--- config.mk ---
export PLATFORM = sky130hd
export DESIGN_NAME = pcxio_top
export DESIGN_NICKNAME = d
export VERILOG_FILES = /design/src/hdl/pcxio_pkg.sv /design/src/hdl/pcxio_top.sv
export SDC_FILE = /design/constraint.sdc
export NUM_CORES = 1
export LEC_CHECK = 0
export BUFFER_PORTS_ARGS = -buffer_cell sky130_fd_sc_hd__buf_2
export CELL_PAD_IN_SITES_DETAIL_PLACEMENT = 1
export CELL_PAD_IN_SITES_GLOBAL_PLACEMENT = 1
export CORE_MARGIN = 1
export CORE_UTILIZATION = 48
export CTS_CLUSTER_SIZE = 12
export DETAILED_ROUTE_END_ITERATION = 8
export PLACE_DENSITY = 0.84
export SYNTH_ARGS = -nofsm -noshare
export SYNTH_HDL_FRONTEND = slang
export SYNTH_SLANG_ARGS = --single-unit
--- constraint.sdc ---
create_clock -name pclk -period 6.38 [get_ports pclk]
set_input_delay 0.638 -clock pclk [delete_from_list [all_inputs] [get_ports pclk]]
set_output_delay 0.638 -clock pclk [all_outputs]
set_load 0.005 [all_outputs]
--- src/hdl/pcxio_pkg.sv ---
// Constants shared by the priority crossbar and port I/O block.
package pcxio_pkg;

  // Pin and signal counts.
  localparam int NUM_PINS  = 17;
  localparam int XBAR_PINS = 16;
  localparam int NUM_SIGS  = 17;
  localparam int SYNC_LEN  = 3;

  // Peripheral signal indices, listed in crossbar priority order.
  localparam logic [4:0] SIG_TX   = 5'h00;
  localparam logic [4:0] SIG_RX   = 5'h01;
  localparam logic [4:0] SIG_SCK  = 5'h02;
  localparam logic [4:0] SIG_MISO = 5'h03;
  localparam logic [4:0] SIG_MOSI = 5'h04;
  localparam logic [4:0] SIG_NSS  = 5'h05;
  localparam logic [4:0] SIG_SDA  = 5'h06;
  localparam logic [4:0] SIG_SCL  = 5'h07;
  localparam logic [4:0] SIG_CP   = 5'h08;
  localparam logic [4:0] SIG_CPA  = 5'h09;
  localparam logic [4:0] SIG_SYSC = 5'h0A;
  localparam logic [4:0] SIG_COUNTER_MODULE0_IO = 5'h0B;
  localparam logic [4:0] SIG_CEX1 = 5'h0C;
  localparam logic [4:0] SIG_CEX2 = 5'h0D;
  localparam logic [4:0] SIG_ECI  = 5'h0E;
  localparam logic [4:0] SIG_T0   = 5'h0F;
  localparam logic [4:0] SIG_T1   = 5'h10;

  // Fixed pins of the UART.
  localparam int UART_TX_PIN = 4;
  localparam int UART_RX_PIN = 5;

  // Register byte offsets.
  localparam logic [7:0] OFF_ROUTE_A  = 8'h00;
  localparam logic [7:0] OFF_ROUTE_B  = 8'h04;
  localparam logic [7:0] OFF_PORT0    = 8'h08;
  localparam logic [7:0] OFF_PORT1    = 8'h0C;
  localparam logic [7:0] OFF_PORT2    = 8'h10;
  localparam logic [7:0] OFF_P0_INMD  = 8'h14;
  localparam logic [7:0] OFF_P1_INMD  = 8'h18;
  localparam logic [7:0] OFF_P0_OUTMD = 8'h1C;
  localparam logic [7:0] OFF_P1_OUTMD = 8'h20;
  localparam logic [7:0] OFF_P0_SKIP  = 8'h24;
  localparam logic [7:0] OFF_P1_SKIP  = 8'h28;
  localparam logic [7:0] OFF_SPI_MODE = 8'h2C;
  localparam logic [7:0] OFF_P2_MODE  = 8'h30;

  // Field positions in route register A.
  localparam int RA_UART = 0;
  localparam int RA_SPI  = 1;
  localparam int RA_SMB  = 2;
  localparam int RA_SYSC = 3;
  localparam int RA_CP   = 4;
  localparam int RA_CPA  = 5;

  // Field positions in route register B.
  localparam int RB_PCA_LO = 0;
  localparam int RB_ECI    = 3;
  localparam int RB_T0     = 4;
  localparam int RB_T1     = 5;
  localparam int RB_CROSSBAR_ENABLE_BIT  = 6;
  localparam int RB_WPUD   = 7;

  // Field positions in the port 2 mode register.
  localparam int P2_INMD  = 0;
  localparam int P2_OUTMD = 1;

  // Values after reset.
  localparam logic [5:0] RST_ROUTE_A = 6'h00;
  localparam logic [7:0] RST_ROUTE_B = 8'h00;
  localparam logic [7:0] RST_LATCH   = 8'hFF;
  localparam logic [7:0] RST_INMD    = 8'hFF;
  localparam logic [7:0] RST_OUTMD   = 8'h00;
  localparam logic [7:0] RST_SKIP    = 8'h00;
  localparam logic [1:0] RST_SPIMD   = 2'h0;
  localparam logic [1:0] RST_P2MODE  = 2'h1;
  localparam logic [1:0] SPI_3WIRE   = 2'h0;

endpackage

--- src/hdl/pcxio_top.sv ---
// Priority crossbar and port I/O configuration block with an APB register slave.
//
// Notes on behaviour
// Seventeen pins: two byte ports and one single-bit port; first two crossbar-assignable.
// Enabled resources after the UART, in priority order, take lowest free pin.
// UART transmit always on port 0 pin 4, receive on pin 5.
// Crossbar passes over pins whose skip bit is set.
// Skipped pin is treated like an assigned pin; next resource moves on.
// SMBus enable claims two pins; UART enable claims both its pins.
// Leftover pins stay general-purpose I/O after the assigned functions.
// SPI slave select gets a pin only in four-wire mode.
// Input mode bit 1 selects digital input, 0 selects analog.
// Analog pins lose weak pullup, output driver and input receiver.
// After reset every pin is in digital input mode.
// Output mode bit picks open-drain or push-pull, also for peripheral pins.
// SMBus data and clock pins always drive open-drain.
// Weak pullup on every open-drain pin while pullup disable bit is 0.
// Weak pullup is off on any pin currently driving low.
// Crossbar enable bit 1 enables routing; disabled means plain input port pins.
// All output drivers off while the crossbar is disabled.
// Port register reads return pin state regardless of routing.
// Software sets input modes, output modes, skips, routes, then crossbar enable.
// Software skips pins used by functions outside the crossbar.
// Software puts converter and comparator inputs analog and skipped.
// Counter-array field routes zero, one, two or three module pins.
// Analog pins read 0; open-drain latch 1 leaves pin high impedance.
// Assignments recomputed from settings, taking effect on the next clock.
`timescale 1ns/10ps
`default_nettype none

module pcxio_top
  import pcxio_pkg::*;
(
  // Clock and reset.
  input  wire logic                 pclk,
  input  wire logic                 presetn,
  // APB slave.
  input  wire logic                 psel,
  input  wire logic                 penable,
  input  wire logic                 pwrite,
  input  wire logic [7:0]           paddr,
  input  wire logic [31:0]          pwdata,
  output logic      [31:0]          prdata,
  output logic                      pready,
  output logic                      pslverr,
  // Peripheral side, one bit per signal in priority order.
  input  wire logic [NUM_SIGS-1:0]  periph_out,
  input  wire logic [NUM_SIGS-1:0]  periph_drive,
  output logic      [NUM_SIGS-1:0]  periph_in,
  // Pin side, port 0 in bits 7:0, port 1 in 15:8, port 2 in bit 16.
  input  wire logic [NUM_PINS-1:0]  pin_in,
  output logic      [NUM_PINS-1:0]  pin_out,
  output logic      [NUM_PINS-1:0]  pin_oe,
  output logic      [NUM_PINS-1:0]  pin_pullup
);

  // Configuration registers.
  logic [5:0]           peripheral_route_reg_a_q;
  logic [7:0]           peripheral_route_reg_b_q;
  logic [7:0]           port0_latch_q;
  logic [7:0]           port1_latch_q;
  logic                 port2_latch_q;
  logic [7:0]           port0_input_mode_q;
  logic [7:0]           port1_input_mode_q;
  logic [7:0]           port0_output_mode_q;
  logic [7:0]           port1_output_mode_q;
  logic [7:0]           port0_skip_mask_q;
  logic [7:0]           port1_skip_mask_q;
  logic [1:0]           spi_select_mode_field_q;
  logic [1:0]           port2_mode_q;

  // Derived control.
  logic                 crossbar_enable_bit;
  logic                 weak_pullup_disable;
  logic [1:0]           counter_array_io_enable;
  logic [NUM_SIGS-1:0]  sig_en;
  logic [NUM_PINS-1:0]  pin_input_mode_mask;
  logic [NUM_PINS-1:0]  pin_output_mode_mask;
  logic [NUM_PINS-1:0]  pin_latch;
  logic [XBAR_PINS-1:0] pin_skip_mask;

  // Pin assignment map.
  logic [NUM_PINS-1:0]  pin_used_d;
  logic [NUM_PINS-1:0]  pin_used_q;
  logic [4:0]           pin_sig_d [NUM_PINS];
  logic [4:0]           pin_sig_q [NUM_PINS];

  // Input synchronisers and filtered pin state.
  logic [NUM_PINS-1:0]  pin_s1_q;
  logic [NUM_PINS-1:0]  pin_s2_q;
  logic [NUM_PINS-1:0]  pin_s3_q;
  logic [NUM_PINS-1:0]  pin_state_q;
  logic [NUM_PINS-1:0]  pin_read;

  // Peripheral input return path.
  logic [NUM_SIGS-1:0]  periph_in_d;
  logic [NUM_SIGS-1:0]  periph_in_q;

  // Bus decode.
  logic                 setup_phase;
  logic                 access_phase;
  logic                 wr_en;
  logic [31:0]          rd_d;
  logic [31:0]          prdata_q;

  // True when the offset names a mapped register.
  function automatic logic addr_hit(input logic [7:0] a);
    addr_hit = (a == OFF_ROUTE_A)  || (a == OFF_ROUTE_B)  || (a == OFF_PORT0)    ||
               (a == OFF_PORT1)    || (a == OFF_PORT2)    || (a == OFF_P0_INMD)  ||
               (a == OFF_P1_INMD)  || (a == OFF_P0_OUTMD) || (a == OFF_P1_OUTMD) ||
               (a == OFF_P0_SKIP)  || (a == OFF_P1_SKIP)  || (a == OFF_SPI_MODE) ||
               (a == OFF_P2_MODE);
  endfunction

  // True when the signal index is one of the two SMBus lines.
  function automatic logic is_smbus(input logic [4:0] s);
    is_smbus = (s == SIG_SDA) || (s == SIG_SCL);
  endfunction

  // Phase decode of the APB transfer.
  assign setup_phase  = psel & ~penable;
  assign access_phase = psel & penable;
  assign wr_en        = access_phase & pwrite & addr_hit(paddr);

  // The answer comes in the access cycle; read data was captured in setup.
  assign pready  = access_phase;
  assign pslverr = access_phase & ~addr_hit(paddr);
  assign prdata  = prdata_q;

  // Register writes take effect at the access edge only.
  always_ff @(posedge pclk or negedge presetn) begin
    if (!presetn) begin
      peripheral_route_reg_a_q <= RST_ROUTE_A;
      peripheral_route_reg_b_q <= RST_ROUTE_B;
      port0_latch_q            <= RST_LATCH;
      port1_latch_q            <= RST_LATCH;
      port2_latch_q            <= RST_LATCH[0];
      port0_input_mode_q       <= RST_INMD;
      port1_input_mode_q       <= RST_INMD;
      port0_output_mode_q      <= RST_OUTMD;
      port1_output_mode_q      <= RST_OUTMD;
      port0_skip_mask_q        <= RST_SKIP;
      port1_skip_mask_q        <= RST_SKIP;
      spi_select_mode_field_q  <= RST_SPIMD;
      port2_mode_q             <= RST_P2MODE;
    end else if (wr_en) begin
      if (paddr == OFF_ROUTE_A) begin
        peripheral_route_reg_a_q <= pwdata[5:0];
      end else if (paddr == OFF_ROUTE_B) begin
        peripheral_route_reg_b_q <= {pwdata[7:3], 1'b0, pwdata[1:0]};
      end else if (paddr == OFF_PORT0) begin
        port0_latch_q <= pwdata[7:0];
      end else if (paddr == OFF_PORT1) begin
        port1_latch_q <= pwdata[7:0];
      end else if (paddr == OFF_PORT2) begin
        port2_latch_q <= pwdata[0];
      end else if (paddr == OFF_P0_INMD) begin
        port0_input_mode_q <= pwdata[7:0];
      end else if (paddr == OFF_P1_INMD) begin
        port1_input_mode_q <= pwdata[7:0];
      end else if (paddr == OFF_P0_OUTMD) begin
        port0_output_mode_q <= pwdata[7:0];
      end else if (paddr == OFF_P1_OUTMD) begin
        port1_output_mode_q <= pwdata[7:0];
      end else if (paddr == OFF_P0_SKIP) begin
        port0_skip_mask_q <= pwdata[7:0];
      end else if (paddr == OFF_P1_SKIP) begin
        port1_skip_mask_q <= pwdata[7:0];
      end else if (paddr == OFF_SPI_MODE) begin
        spi_select_mode_field_q <= pwdata[1:0];
      end else if (paddr == OFF_P2_MODE) begin
        port2_mode_q <= pwdata[1:0];
      end
    end
  end

  // Read multiplexer; port registers show the filtered pin state.
  always_comb begin
    rd_d = 32'h0000_0000;
    if (paddr == OFF_ROUTE_A) begin
      rd_d[5:0] = peripheral_route_reg_a_q;
    end else if (paddr == OFF_ROUTE_B) begin
      rd_d[7:0] = peripheral_route_reg_b_q;
    end else if (paddr == OFF_PORT0) begin
      rd_d[7:0] = pin_read[7:0];
    end else if (paddr == OFF_PORT1) begin
      rd_d[7:0] = pin_read[15:8];
    end else if (paddr == OFF_PORT2) begin
      rd_d[0] = pin_read[16];
    end else if (paddr == OFF_P0_INMD) begin
      rd_d[7:0] = port0_input_mode_q;
    end else if (paddr == OFF_P1_INMD) begin
      rd_d[7:0] = port1_input_mode_q;
    end else if (paddr == OFF_P0_OUTMD) begin
      rd_d[7:0] = port0_output_mode_q;
    end else if (paddr == OFF_P1_OUTMD) begin
      rd_d[7:0] = port1_output_mode_q;
    end else if (paddr == OFF_P0_SKIP) begin
      rd_d[7:0] = port0_skip_mask_q;
    end else if (paddr == OFF_P1_SKIP) begin
      rd_d[7:0] = port1_skip_mask_q;
    end else if (paddr == OFF_SPI_MODE) begin
      rd_d[1:0] = spi_select_mode_field_q;
    end else if (paddr == OFF_P2_MODE) begin
      rd_d[1:0] = port2_mode_q;
    end
  end

  // Read data is captured in the setup cycle and held through the access.
  always_ff @(posedge pclk or negedge presetn) begin
    if (!presetn) begin
      prdata_q <= 32'h0000_0000;
    end else if (setup_phase) begin
      prdata_q <= rd_d;
    end
  end

  // Flatten the per-port settings into per-pin vectors.
  assign crossbar_enable_bit     = peripheral_route_reg_b_q[RB_CROSSBAR_ENABLE_BIT];
  assign weak_pullup_disable     = peripheral_route_reg_b_q[RB_WPUD];
  assign counter_array_io_enable = peripheral_route_reg_b_q[RB_PCA_LO +: 2];
  assign pin_input_mode_mask     = {port2_mode_q[P2_INMD], port1_input_mode_q,
                                    port0_input_mode_q};
  assign pin_output_mode_mask    = {port2_mode_q[P2_OUTMD], port1_output_mode_q,
                                    port0_output_mode_q};
  assign pin_latch               = {port2_latch_q, port1_latch_q, port0_latch_q};
  assign pin_skip_mask           = {port1_skip_mask_q, port0_skip_mask_q};

  // Enable of each peripheral signal from the routing fields.
  always_comb begin
    sig_en           = '0;
    sig_en[SIG_TX]   = peripheral_route_reg_a_q[RA_UART];
    sig_en[SIG_RX]   = peripheral_route_reg_a_q[RA_UART];
    sig_en[SIG_SCK]  = peripheral_route_reg_a_q[RA_SPI];
    sig_en[SIG_MISO] = peripheral_route_reg_a_q[RA_SPI];
    sig_en[SIG_MOSI] = peripheral_route_reg_a_q[RA_SPI];
    sig_en[SIG_NSS]  = peripheral_route_reg_a_q[RA_SPI] &
                       (spi_select_mode_field_q != SPI_3WIRE);
    sig_en[SIG_SDA]  = peripheral_route_reg_a_q[RA_SMB];
    sig_en[SIG_SCL]  = peripheral_route_reg_a_q[RA_SMB];
    sig_en[SIG_CP]   = peripheral_route_reg_a_q[RA_CP];
    sig_en[SIG_CPA]  = peripheral_route_reg_a_q[RA_CPA];
    sig_en[SIG_SYSC] = peripheral_route_reg_a_q[RA_SYSC];
    sig_en[SIG_COUNTER_MODULE0_IO] = (counter_array_io_enable != 2'h0);
    sig_en[SIG_CEX1] = counter_array_io_enable[1];
    sig_en[SIG_CEX2] = (counter_array_io_enable == 2'h3);
    sig_en[SIG_ECI]  = peripheral_route_reg_b_q[RB_ECI];
    sig_en[SIG_T0]   = peripheral_route_reg_b_q[RB_T0];
    sig_en[SIG_T1]   = peripheral_route_reg_b_q[RB_T1];
  end

  // Priority decoder: UART on its fixed pins, then walk the other signals in order and give each the lowest free pin.
  always_comb begin
    logic [XBAR_PINS-1:0] taken;
    logic                 found;
    taken = pin_skip_mask;
    found = 1'b0;
    pin_used_d = '0;
    for (int p = 0; p < NUM_PINS; p++) begin
      pin_sig_d[p] = 5'h00;
    end
    if (sig_en[SIG_TX]) begin
      taken[UART_TX_PIN]      = 1'b1;
      taken[UART_RX_PIN]      = 1'b1;
      pin_used_d[UART_TX_PIN] = 1'b1;
      pin_used_d[UART_RX_PIN] = 1'b1;
      pin_sig_d[UART_TX_PIN]  = SIG_TX;
      pin_sig_d[UART_RX_PIN]  = SIG_RX;
    end
    for (int s = int'(SIG_SCK); s < NUM_SIGS; s++) begin
      found = 1'b0;
      if (sig_en[s]) begin
        for (int p = 0; p < XBAR_PINS; p++) begin
          if (!found && !taken[p]) begin
            taken[p]      = 1'b1;
            found         = 1'b1;
            pin_used_d[p] = 1'b1;
            pin_sig_d[p]  = 5'(s);
          end
        end
      end
    end
  end

  // The map is re-registered every clock so new settings apply one edge later.
  always_ff @(posedge pclk or negedge presetn) begin
    if (!presetn) begin
      pin_used_q <= '0;
      for (int p = 0; p < NUM_PINS; p++) begin
        pin_sig_q[p] <= 5'h00;
      end
    end else begin
      pin_used_q <= pin_used_d;
      for (int p = 0; p < NUM_PINS; p++) begin
        pin_sig_q[p] <= pin_sig_d[p];
      end
    end
  end

  // Pin inputs pass three flip-flops; a change counts once stages two and three agree.
  always_ff @(posedge pclk or negedge presetn) begin
    if (!presetn) begin
      pin_s1_q    <= '0;
      pin_s2_q    <= '0;
      pin_s3_q    <= '0;
      pin_state_q <= '0;
    end else begin
      pin_s1_q    <= pin_in;
      pin_s2_q    <= pin_s1_q;
      pin_s3_q    <= pin_s2_q;
      pin_state_q <= (pin_s2_q & ~(pin_s2_q ^ pin_s3_q)) |
                     (pin_state_q & (pin_s2_q ^ pin_s3_q));
    end
  end

  // Analog pins have their receiver off and read as zero.
  assign pin_read = pin_state_q & pin_input_mode_mask;

  // Route each assigned pin's level back to its peripheral; idle lines read high.
  always_comb begin
    periph_in_d = '1;
    for (int p = 0; p < XBAR_PINS; p++) begin
      if (crossbar_enable_bit && pin_used_q[p]) begin
        periph_in_d[pin_sig_q[p]] = pin_read[p];
      end
    end
  end

  // Register the peripheral inputs.
  always_ff @(posedge pclk or negedge presetn) begin
    if (!presetn) begin
      periph_in_q <= '1;
    end else begin
      periph_in_q <= periph_in_d;
    end
  end

  assign periph_in = periph_in_q;

  // Per-pin driver, output mode and weak pullup control.
  generate
    for (genvar p = 0; p < NUM_PINS; p++) begin : g_pin
      logic       routed;
      logic       open_drain;
      logic       drv_val;
      logic       drv_req;
      logic       oe_c;
      logic       out_c;
      logic       pu_c;
      logic       out_q;
      logic       oe_q;
      logic       pu_q;
      logic [4:0] sig;

      // Peripheral signal on this pin, only while the crossbar is on.
      assign sig    = pin_sig_q[p];
      assign routed = crossbar_enable_bit & pin_used_q[p];

      // SMBus lines are forced open-drain; all others follow their mode bit.
      assign open_drain = ~pin_output_mode_mask[p] | (routed & is_smbus(sig));

      // Data source: the peripheral when routed, else the port latch.
      assign drv_val = routed ? periph_out[sig] : pin_latch[p];
      assign drv_req = routed ? periph_drive[sig] : 1'b1;

      // Driver: off when analog or crossbar disabled; open-drain only pulls low.
      always_comb begin
        oe_c  = 1'b0;
        out_c = 1'b0;
        if (!pin_input_mode_mask[p] || !crossbar_enable_bit) begin
          oe_c  = 1'b0;
          out_c = 1'b0;
        end else if (open_drain) begin
          oe_c  = drv_req & ~drv_val;
          out_c = 1'b0;
        end else begin
          oe_c  = drv_req;
          out_c = drv_val;
        end
      end

      // Weak pullup on digital open-drain pins, off while driving low.
      assign pu_c = pin_input_mode_mask[p] & open_drain &
                    ~weak_pullup_disable & ~oe_c;

      // Pin outputs come from flip-flops.
      always_ff @(posedge pclk or negedge presetn) begin
        if (!presetn) begin
          out_q <= 1'b0;
          oe_q  <= 1'b0;
          pu_q  <= 1'b0;
        end else begin
          out_q <= out_c;
          oe_q  <= oe_c;
          pu_q  <= pu_c;
        end
      end

      assign pin_out[p]    = out_q;
      assign pin_oe[p]     = oe_q;
      assign pin_pullup[p] = pu_q;
    end
  endgenerate

endmodule

`default_nettype wire

# --- Yosys cells after proc, flatten, opt, wreduce, memory -nomap -nowiden ---
# Cells that the tools add are included.
totals:
  out_inout_bits: 102
  input_bits: 96
  register_bits: 322
  word_cells: 2574
op_classes:
  n_eq_ne: 45
  bitwise_logic: 195
  order_cmp: 32
  n_reduce_logical: 786
  muxes: 1429
ops:
  columns: ["cell", "n"]
  rows:
  - ["5-bit two-way mux", 226]
  - ["80-bit two-way mux", 14]
  - ["1-bit two-way mux", 1049]
  - ["1-bit logical NOT", 468]
  - ["16-bit two-way mux", 29]
  - ["17-bit two-way mux", 16]
  - ["1-bit logical AND", 257]
  - ["17-bit bitwise mux", 15]
  - ["1-bit binary-select mux with 5-bit select", 32]
  - ["5-bit by 3-bit equality test with 1-bit output (second input constant)", 32]
  - ["1-bit AND", 105]
  - ["5-bit by 6-bit < comparator with 1-bit output (second input constant)", 16]
  - ["1-bit demux with 5-bit select", 16]
  - ["5-bit by 1-bit >= comparator with 1-bit output (second input constant)", 16]
  - ["77-bit two-way mux", 1]
  - ["1-bit inverter", 66]
  - ["8-bit two-way mux", 8]
  - ["17-bit AND", 3]
  - ["1-bit logical OR", 45]
  - ["8-bit by 6-bit equality test with 1-bit output (second input constant)", 5]
  - ["2-bit two-way mux", 20]
  - ["17-bit inverter", 2]
  - ["17-bit bitwise OR", 2]
  - ["8-bit by 5-bit equality test with 1-bit output (second input constant)", 4]
  - ["22 further kinds", 40]

# --- Longest topological paths before layout ---
# Gate-level depths: netlist of run 1.
logic_depth:
  depth_word: 930
  ltp_mapped: 24
  mapped_depth_nobuf: 18

# --- Worst setup path before layout of run 1 ---
# No wires, ideal clock.
synth_timing:
  path_kind: "reg-to-reg"
  from: "reg port0_skip_mask_q[2]"
  to: "reg pin_used_q[12]"
  path_buffers: 3
  stages_incl_launch_ff: 21
  setup_slack_ps: 984
  setup_ps: 131
  synth_period_minus_slack_ps: 5396
  required_ps: 6249
  t_arrival_ps: 5265
  path_cell_list: "dfrtp_1 -> buf_6 -> or4_4 -> buf_6 -> o21a_1 -> o21ai_2 -> nor3_1 -> o32a_1 -> a2111o_1 -> o311a_1 -> buf_2 -> a21oi_1 -> a211oi_1 -> or4b_4 -> o31a_1 -> a21oi_4 -> or2_2 -> a211o_1 -> o21a_2 -> o21ai_2 -> or3_1"
synth_via:
  elab_chain_len: 100
  word_cells_on_any_way: 968
  cone_classes: "mux (498); reduce/logical (470)"
synth_lines:
  columns: ["element", "line_no", "rtl"]
  rows:
  - ["from (decl)", "pcxio_top.sv:67", "logic [7:0] port0_skip_mask_q;"]
  - ["from (signal assigned)", "pcxio_top.sv:166", "port0_skip_mask_q <= pwdata[7:0];"]
  - ["1-bit logical NOT", "pcxio_top.sv:274", "if (!found && !taken[p]) begin"]
  - ["1-bit logical AND", "pcxio_top.sv:274", null]
  - ["1-bit two-way mux", "pcxio_top.sv:274", null]
  - ["16-bit two-way mux or 1-bit two-way mux (tied branches)", "pcxio_top.sv:272", "if (sig_en[s]) begin"]
  - ["1-bit logical NOT", "pcxio_top.sv:274", null]
  - ["1-bit logical AND", "pcxio_top.sv:274", null]
  - ["1-bit two-way mux", "pcxio_top.sv:274", null]
  - ["16-bit two-way mux or 1-bit two-way mux (tied branches)", "pcxio_top.sv:272", null]
  - ["[... 85 more ...]", null, null]
  - ["1-bit logical AND", "pcxio_top.sv:274", null]
  - ["1-bit two-way mux", "pcxio_top.sv:274", null]
  - ["1-bit two-way mux or 16-bit two-way mux (tied branches)", "pcxio_top.sv:272", null]
  - ["1-bit logical NOT", "pcxio_top.sv:274", null]
  - ["1-bit logical AND", "pcxio_top.sv:274", null]
  - ["1-bit two-way mux", "pcxio_top.sv:274", null]
  - ["16-bit two-way mux *", "pcxio_top.sv:272", null]
  - ["net pin_used_d[12]", "pcxio_top.sv:83", "logic [NUM_PINS-1:0] pin_used_d;"]
  - ["to (signal assigned)", "pcxio_top.sv:293", "pin_used_q <= pin_used_d;"]
  - ["to (decl)", "pcxio_top.sv:84", "logic [NUM_PINS-1:0] pin_used_q;"]
# Mark *: on every way through the listed nets, which the timed path passes. The rest lies on a longest branch. The select of a mux whose other input is x is not followed.
# A chain may end at the register's enable or synchronous reset.

# --- Final worst setup path of run 1 ---
layout_timing:
  from: "reg port0_skip_mask_q[3]"
  to: "reg pin_used_q[13]"
# Same word-level chain as after synthesis.

==> flow_summary.yaml, run 1 <==
status:
  status: "finished clean"
sta:
  maxSlewHeadroom_pct: 8.52
  skew_ns: 0.0228
  hold_ws_ns: 0.141
  fin_ws_ns: 0.119
  tightest_slew_ns: 1.37
  period_needed_ns: 6.26
  fin_crit_sh_pct: 98.1
  setup_viol: 0
  max_freq_ghz: 0.160
  hold_viol_final: 0
  drv_slew: 0
synthesis:
  synthArstFlopShare_pct: 100
  ys_ff_latch: 322
  synth_cell_types: 109
  syn-mean-instance-area_sq_um: 8.54
  syn_area_sq_um: 27800
  yosysTopAreaCell: "dfrtp_1"
  synth_edf_count: 0
  syn_inst: 3259
  synth_flop_cell: "dfrtp_1"
  synth_area_leaders: "dfrtp_1 24%, mux4_2 10%, nand2_1 5.4%, dfstp_2 4.8%, nor2_1 4.3%"
  yosysSeqAreaShare_pct: 29.2
  yosysTopAreaCellShare_pct: 24.4
  ys_warn_count: 0
global_routing:
  grt_pass1_vias: 29900
  overflow: 0
  grt_use_total_pct: 40.6
  antenna_found_initial: 5
  grt_pass1_wl_um: 186000
  grt_max_degree: 142
setup_path:
  crit_arrival_ns: 6.68
  start_kind: "flop"
  slowest_stage: "or4b_4"
  worstPathRequired_ns: 6.80
  slowest_delay_ns: 0.51
  path_common_cell: "buf_4"
  critPathBufInv: 5
  path_cells: "buf_4, maj3_2, a211oi_4, nor4_4, buf_4, o22ai_2, nand2_1, buf_4, a2111oi_4, o221ai_1, a21o_1, buf_4, maj3_2, nand3_2, or4b_4, o31ai_4, o21ai_0, a21o_1, a21oi_4, buf_4, a21o_1, nand2_1, or3_1"
  setup.worst_path.end_class: "flop"
  criticalPathCategory: "reg2reg"
  crit_family: "compound AO/OA/AOI/OAI gates"
  path_max_fanout: 11
  r2r_slack_ns: 0.12
clock_network:
  tritoncts: "done"
  cts-buffers-inserted: 35
  clk_path_buf_depth: 3
  ctsHoldBuffers: 0
  clockRootBuffer: "clkbuf_16"
  h-tree-depth: 2
  clk_pin_slew_ns: 0.06
  clk_latency_ns: 0.56
  clock_sinks: 322
drt:
  drt-total-wl_um: 121000
  dr.pass1.iters: 6
  drt-initial-drc-count: 3478
  drtAntennaViolNets: 0
  drc: 0
  avgRoutedWirePerCell_um: 29.1
  vias: 29700
  vias_per_cell: 7.11
layout:
  stdcell_area_sq_um: 31200
  nets: 3483
  layout_common_cells: "401 x nand2_1, 316 x nor2_1, 266 x dfrtp_1"
  drive_gt1_share_pct: 24.0
  area_growth_pct: 12.2
  nFillCells: 6734
  mostFrequentLayoutCell: "nand2_1"
floorplan:
  rows: 87
  core_sq_um: 56800
  dieArea_sq_um: 58900
  ios: 198
  start_util_pct: 49.0
  die_y_um: 243
  dieWidth_um: 243
placement:
  gp_congestion: 0.996
  dp_slack_ns: 0.0222
  post-dp-hpwl_um: 93600
  portBuffers: 149
  dpl-instance-area_sq_um: 29800
power:
  p_leak_nw: 12.4
  peakVddDrop_mv: 0.183
  power.density_nw_per_um2: 145
  power_mw: 4.54
worst_hold_path:
  hold_class: "in2async"
run:
  maxCapViolCount: 0
metal layers:
layer,GRT usage (%),part of all wire (%),vias up
met3,9.31,10,434
li1,-,-,12500
met5,0,0.034,-
met1,55.3,41,14900
met2,62.9,45,1753
met4,15.0,4.7,6
logic make-up (layout without fill, tap and decap cells):
group                    Yosys count  count (layout)  synth area share, %
AO/OA/AOI/OAI                    945             945                 23.2
XOR/XNOR                          11              11                0.346
adder cells (fa/ha/maj)           34              34                 1.23
buffers and inverters            343             475                 5.81
flip-flops                       322             322                 29.2
multiplexers                     329             329                 18.1
other                              1              27               0.0135
AND/OR/NAND/NOR                 1274            1274                 22.2
worst paths after layout:
check | from | endpoint | cells past startpoint
min in group pclk | pin_in[0] | pin_s1_q[0] | 1
max in group asynchronous | presetn | g_pin[14].out_q | 2
worst min-delay path | presetn | pin_s1_q[3] | 1
worst max register to register | port0_skip_mask_q[3] | pin_used_q[13] | 23
worst max-delay path | port0_skip_mask_q[3] | pin_used_q[13] | 23
worst min register to register | pin_s1_q[10] | pin_s2_q[10] | 0
Yosys cell counts (all sizes together), types with 26 or more instances:
cell type and n:
nor3b 49, or2 26, nand3b 32, a22oi 50, mux2i 97, buf 127, a21oi 209, nand2 401
and3 38, or3 26, mux4 128, a211oi 42, inv 34, nor3 119, dfstp 51, and2 46
clkbuf 182, a221oi 58, mux2 104, dfrtp 271, nand3 92, nor2 319, a21o 27, a31oi 50
o211ai 27, o21ai 225, maj3 34
what timing repair did:
item,4_1_cts,5_1_grt
pin swaps,0,5
gates resized for setup,2,45
buffers inserted,0,14
hold endpoints to repair,0,0
endpoints found under the setup margin,3,25
sequential cells by signal, summed over array words and instances, names as in the netlist, 16 cells and up, named ones only:
register and flops:
g_pin.sig 80, pin_s1_q 17, g_pin.pu_q 17, pin_s3_q 17, pin_used_q 16, periph_in 17
g_pin.out_q 17, pin_s2_q 17, g_pin.oe_q 17
power by group:
part / internal (mW) / switching, mW / total, mW
logic: 0.125 / 0.215 / 0.340
registers: 2.08 / 0.0385 / 2.11
clock network: 1.20 / 0.884 / 2.09
worst register-to-register path: stages, from the launching register on:
cell and delay [ns]:
dfrtp_1 0.48, buf_4 0.24, maj3_2 0.38, a211oi_4 0.40, nor4_4 0.11, buf_4 0.16, o22ai_2 0.23, nand2_1 0.16
buf_4 0.19, a2111oi_4 0.44, o221ai_1 0.23, a21o_1 0.23, buf_4 0.16, maj3_2 0.36, nand3_2 0.11, or4b_4 0.51
o31ai_4 0.32, o21ai_0 0.14, a21o_1 0.25, a21oi_4 0.23, buf_4 0.14, a21o_1 0.17, nand2_1 0.10, or3_1 0.39
area by class of cell:
type | instances | area [sq um] | area share, %
clock buffers | 56 | 1040 | 3.32
multi-input cells | 2617 | 18400 | 58.9
diodes | 3 | 7.51 | 0.0240
well taps | 756 | 946 | 3.03
inverters | 34 | 128 | 0.409
repair buffers | 377 | 2480 | 7.94
clock inverters | 8 | 109 | 0.349
flip-flops and latches | 322 | 8130 | 26.0
per-stage QoR:
stage          instances  utilization, %  TNS [ns]
3_3_place_gp        4092            52.4         0
5_1_grt             4170            54.9   -0.0708
6_report            4173            55.0         0
2_1_floorplan       3282               -         0
3_5_place_dp        4092            52.4         0
4_1_cts             4156            54.4         0
Note: power is estimated with default switching activity, not from simulation.
==> run 2, diff against run 1 <==
- BUFFER_PORTS_ARGS: -buffer_cell sky130_fd_sc_hd__buf_2 -> default
- CORE_UTILIZATION: 48 -> 50
- DONT_BUFFER_PORTS: default -> 1
- PLACE_DENSITY: 0.84 -> 0.83
==> run 2 against run 1 <==
Effect of this change:
- global-route usage increased by 0.15 points
- maximum frequency increased by 1.3%
- critical path depth decreased by 4
- non-clock buffer count decreased by 244
- largest power group unchanged
- highest routed layer unchanged
- wire length decreased by 3.6%
- the run now ends with negative hold slack, max-slew violations left
==> flow_summary.yaml, run 2 (synthesized netlist as in run 1, its figures left out) <==
status:
  status: "complete, but fails checks"
  violations: "negative hold slack, max-slew violations"
setup_path:
  setup.worst_path.end_class: "flop"
  criticalPathCategory: "reg2reg"
  crit_arrival_ns: 6.61
  critPathLaunch: "port0_skip_mask_q[2]"
  worstPathRequired_ns: 6.81
  start_kind: "flop"
  path_max_fanout: 14
  timing.rr.start: "port0_skip_mask_q[2]"
placement:
  dp_cells: 3854
  portBuffers: 0
  post-dp-hpwl_um: 89300
  dpl-instance-area_sq_um: 28400
  dp_slack_ns: 0.0632
  gp_congestion: 0.970
global_routing:
  grt_pass1_vias: 28400
  grt_pass1_wl_um: 177000
  grt_use_total_pct: 40.7
  antenna_found_initial: 7
  overflow: 0
  grt_max_degree: 323
drt:
  drtAntennaViolNets: 0
  dr.pass1.iters: 5
  drc: 0
  avgRoutedWirePerCell_um: 29.8
  vias: 28500
  drt-total-wl_um: 117000
  vias_per_cell: 7.28
  drt-initial-drc-count: 3462
power:
  p_leak_nw: 11.3
  intPower_mw: 3.39
  p_sw_mw: 1.02
  power.density_nw_per_um2: 148
  combinationalPowerShare_pct: 4.1
  swShare_pct: 23.1
  power.share.sequential_pct: 48.0
  power_frac_clock_pct: 47.9
  peakVddDrop_mv: 0.166
sta:
  drv_slew: 117
  period_needed_ns: 6.18
  hold_viol_final: 74
  fin_ws_ns: 0.200
  setup_tns_ns: 0
  hold_ws_ns: -0.232
  maxSlewHeadroom_pct: -12.9
  tightest_slew_ns: 1.69
  setup_viol: 0
  max_freq_ghz: 0.162
  fin_crit_sh_pct: 96.9
  rsz0062_at_grt: "false"
  skew_ns: 0.0322
floorplan:
  ios: 198
  dieWidth_um: 238
  start_util_pct: 50.5
  dieArea_sq_um: 56600
  rows: 86
  die_y_um: 238
  core_sq_um: 55100
clock_network:
  clk_latency_ns: 0.56
  cts-buffers-inserted: 36
  clockRootBuffer: "clkbuf_16"
  clk_pin_slew_ns: 0.06
  post_cts_buffers: 0
  clk_path_buf_depth: 3
  tritoncts: "done"
  clock_sinks: 322
  h-tree-depth: 2
layout:
  drive_gt1_share_pct: 18.2
  nFillCells: 6486
  fin_cells: 3924
  mostFrequentLayoutCell: "nand2_1"
  stdcell_area_sq_um: 29700
  final_util_pct: 53.9
  largest_register_ffs: 80
  area_growth_pct: 6.73
  nets: 3240
  layout_common_cells: "400 x nand2_1, 312 x nor2_1, 266 x dfrtp_1"
worst_hold_path:
  hold_class: "in2async"
run:
  maxCapViolCount: 0
[run 2: path summary, 6_finish.rpt]
check                                         endpoint  slack [ns]  cells past startpoint
max                                     pin_used_q[13]        0.20                     19
min                         asynchronous set/reset pin       -0.23                      0
max reg2reg                             pin_used_q[13]        0.20                     19
min reg2reg                                pin_s2_q[3]        0.35                      0
max in group asynchronous  peripheral_route_reg_b_q[6]        5.15                      0
min in group pclk                          pin_s1_q[0]        0.10                      0
[run 2: critical path, cell delays in order (launching register included)]
cell       delay (ns)
dfrtp_1          0.48
buf_4            0.23
maj3_1           0.46
o21a_1           0.29
o21ai_2          0.28
nor3_1           0.15
o32a_1           0.43
a2111oi_4        0.50
o221ai_1         0.29
a21o_1           0.29
maj3_2           0.36
nand3_2          0.11
or4b_4           0.50
o31a_1           0.39
a21oi_4          0.22
nor2_2           0.11
a21oi_4          0.21
a21o_1           0.22
nand2_1          0.10
or3_1            0.41
[run 2: layout make-up]
class                           count  area (sq um)  share of cell area (%)
Multi-Input combinational cell   2617         18300                    61.7
Timing Repair Buffer              133           998                    3.36
Tap cell                          748           936                    3.15
Clock buffer                       53          1030                    3.45
Sequential cell                   322          8130                    27.4
Antenna cell                        5          12.5                  0.0421
Inverter                           34           128                   0.430
Clock inverter                     12           153                   0.514
[run 2: what timing repair did]
item	in CTS	in global routing
gates resized for setup	0	40
endpoints found under the setup margin	0	24
hold endpoints to repair	288	282
[run 2: power by group through the flow]
stage / clock network [mW] / logic, mW / registers [mW]
2_1_floorplan: 0 / 0.187 / 2.13
3_3_place_gp: 0 / 0.163 / 2.15
3_5_place_dp: 0 / 0.172 / 2.15
4_1_cts: 2.12 / 0.176 / 2.11
5_1_grt: 2.20 / 0.190 / 2.12
6_report: 2.11 / 0.180 / 2.12
[run 2: per-layer routing]
| metal | vias up | part of all wire [%] | GRT usage (%) | wire length [um] |
|---|---|---|---|---|
| met5 | - | 0.039 | 0 | 46 |
| met4 | 8 | 4.6 | 17.3 | 5440 |
| met3 | 420 | 9.4 | 8.01 | 11000 |
| met2 | 1688 | 45 | 63.3 | 52200 |
| met1 | 14400 | 41 | 55.3 | 48300 |
| li1 | 12000 | - | - | - |
[run 2: metrics by stage]
step | hold slack (ns) | total power [mW]
after floorplan | 0.331 | 2.31
after global placement | 0.334 | 2.31
after CTS | -0.239 | 4.41
after detailed placement | 0.336 | 2.32
after global routing | -0.242 | 4.51
final | -0.232 | 4.41
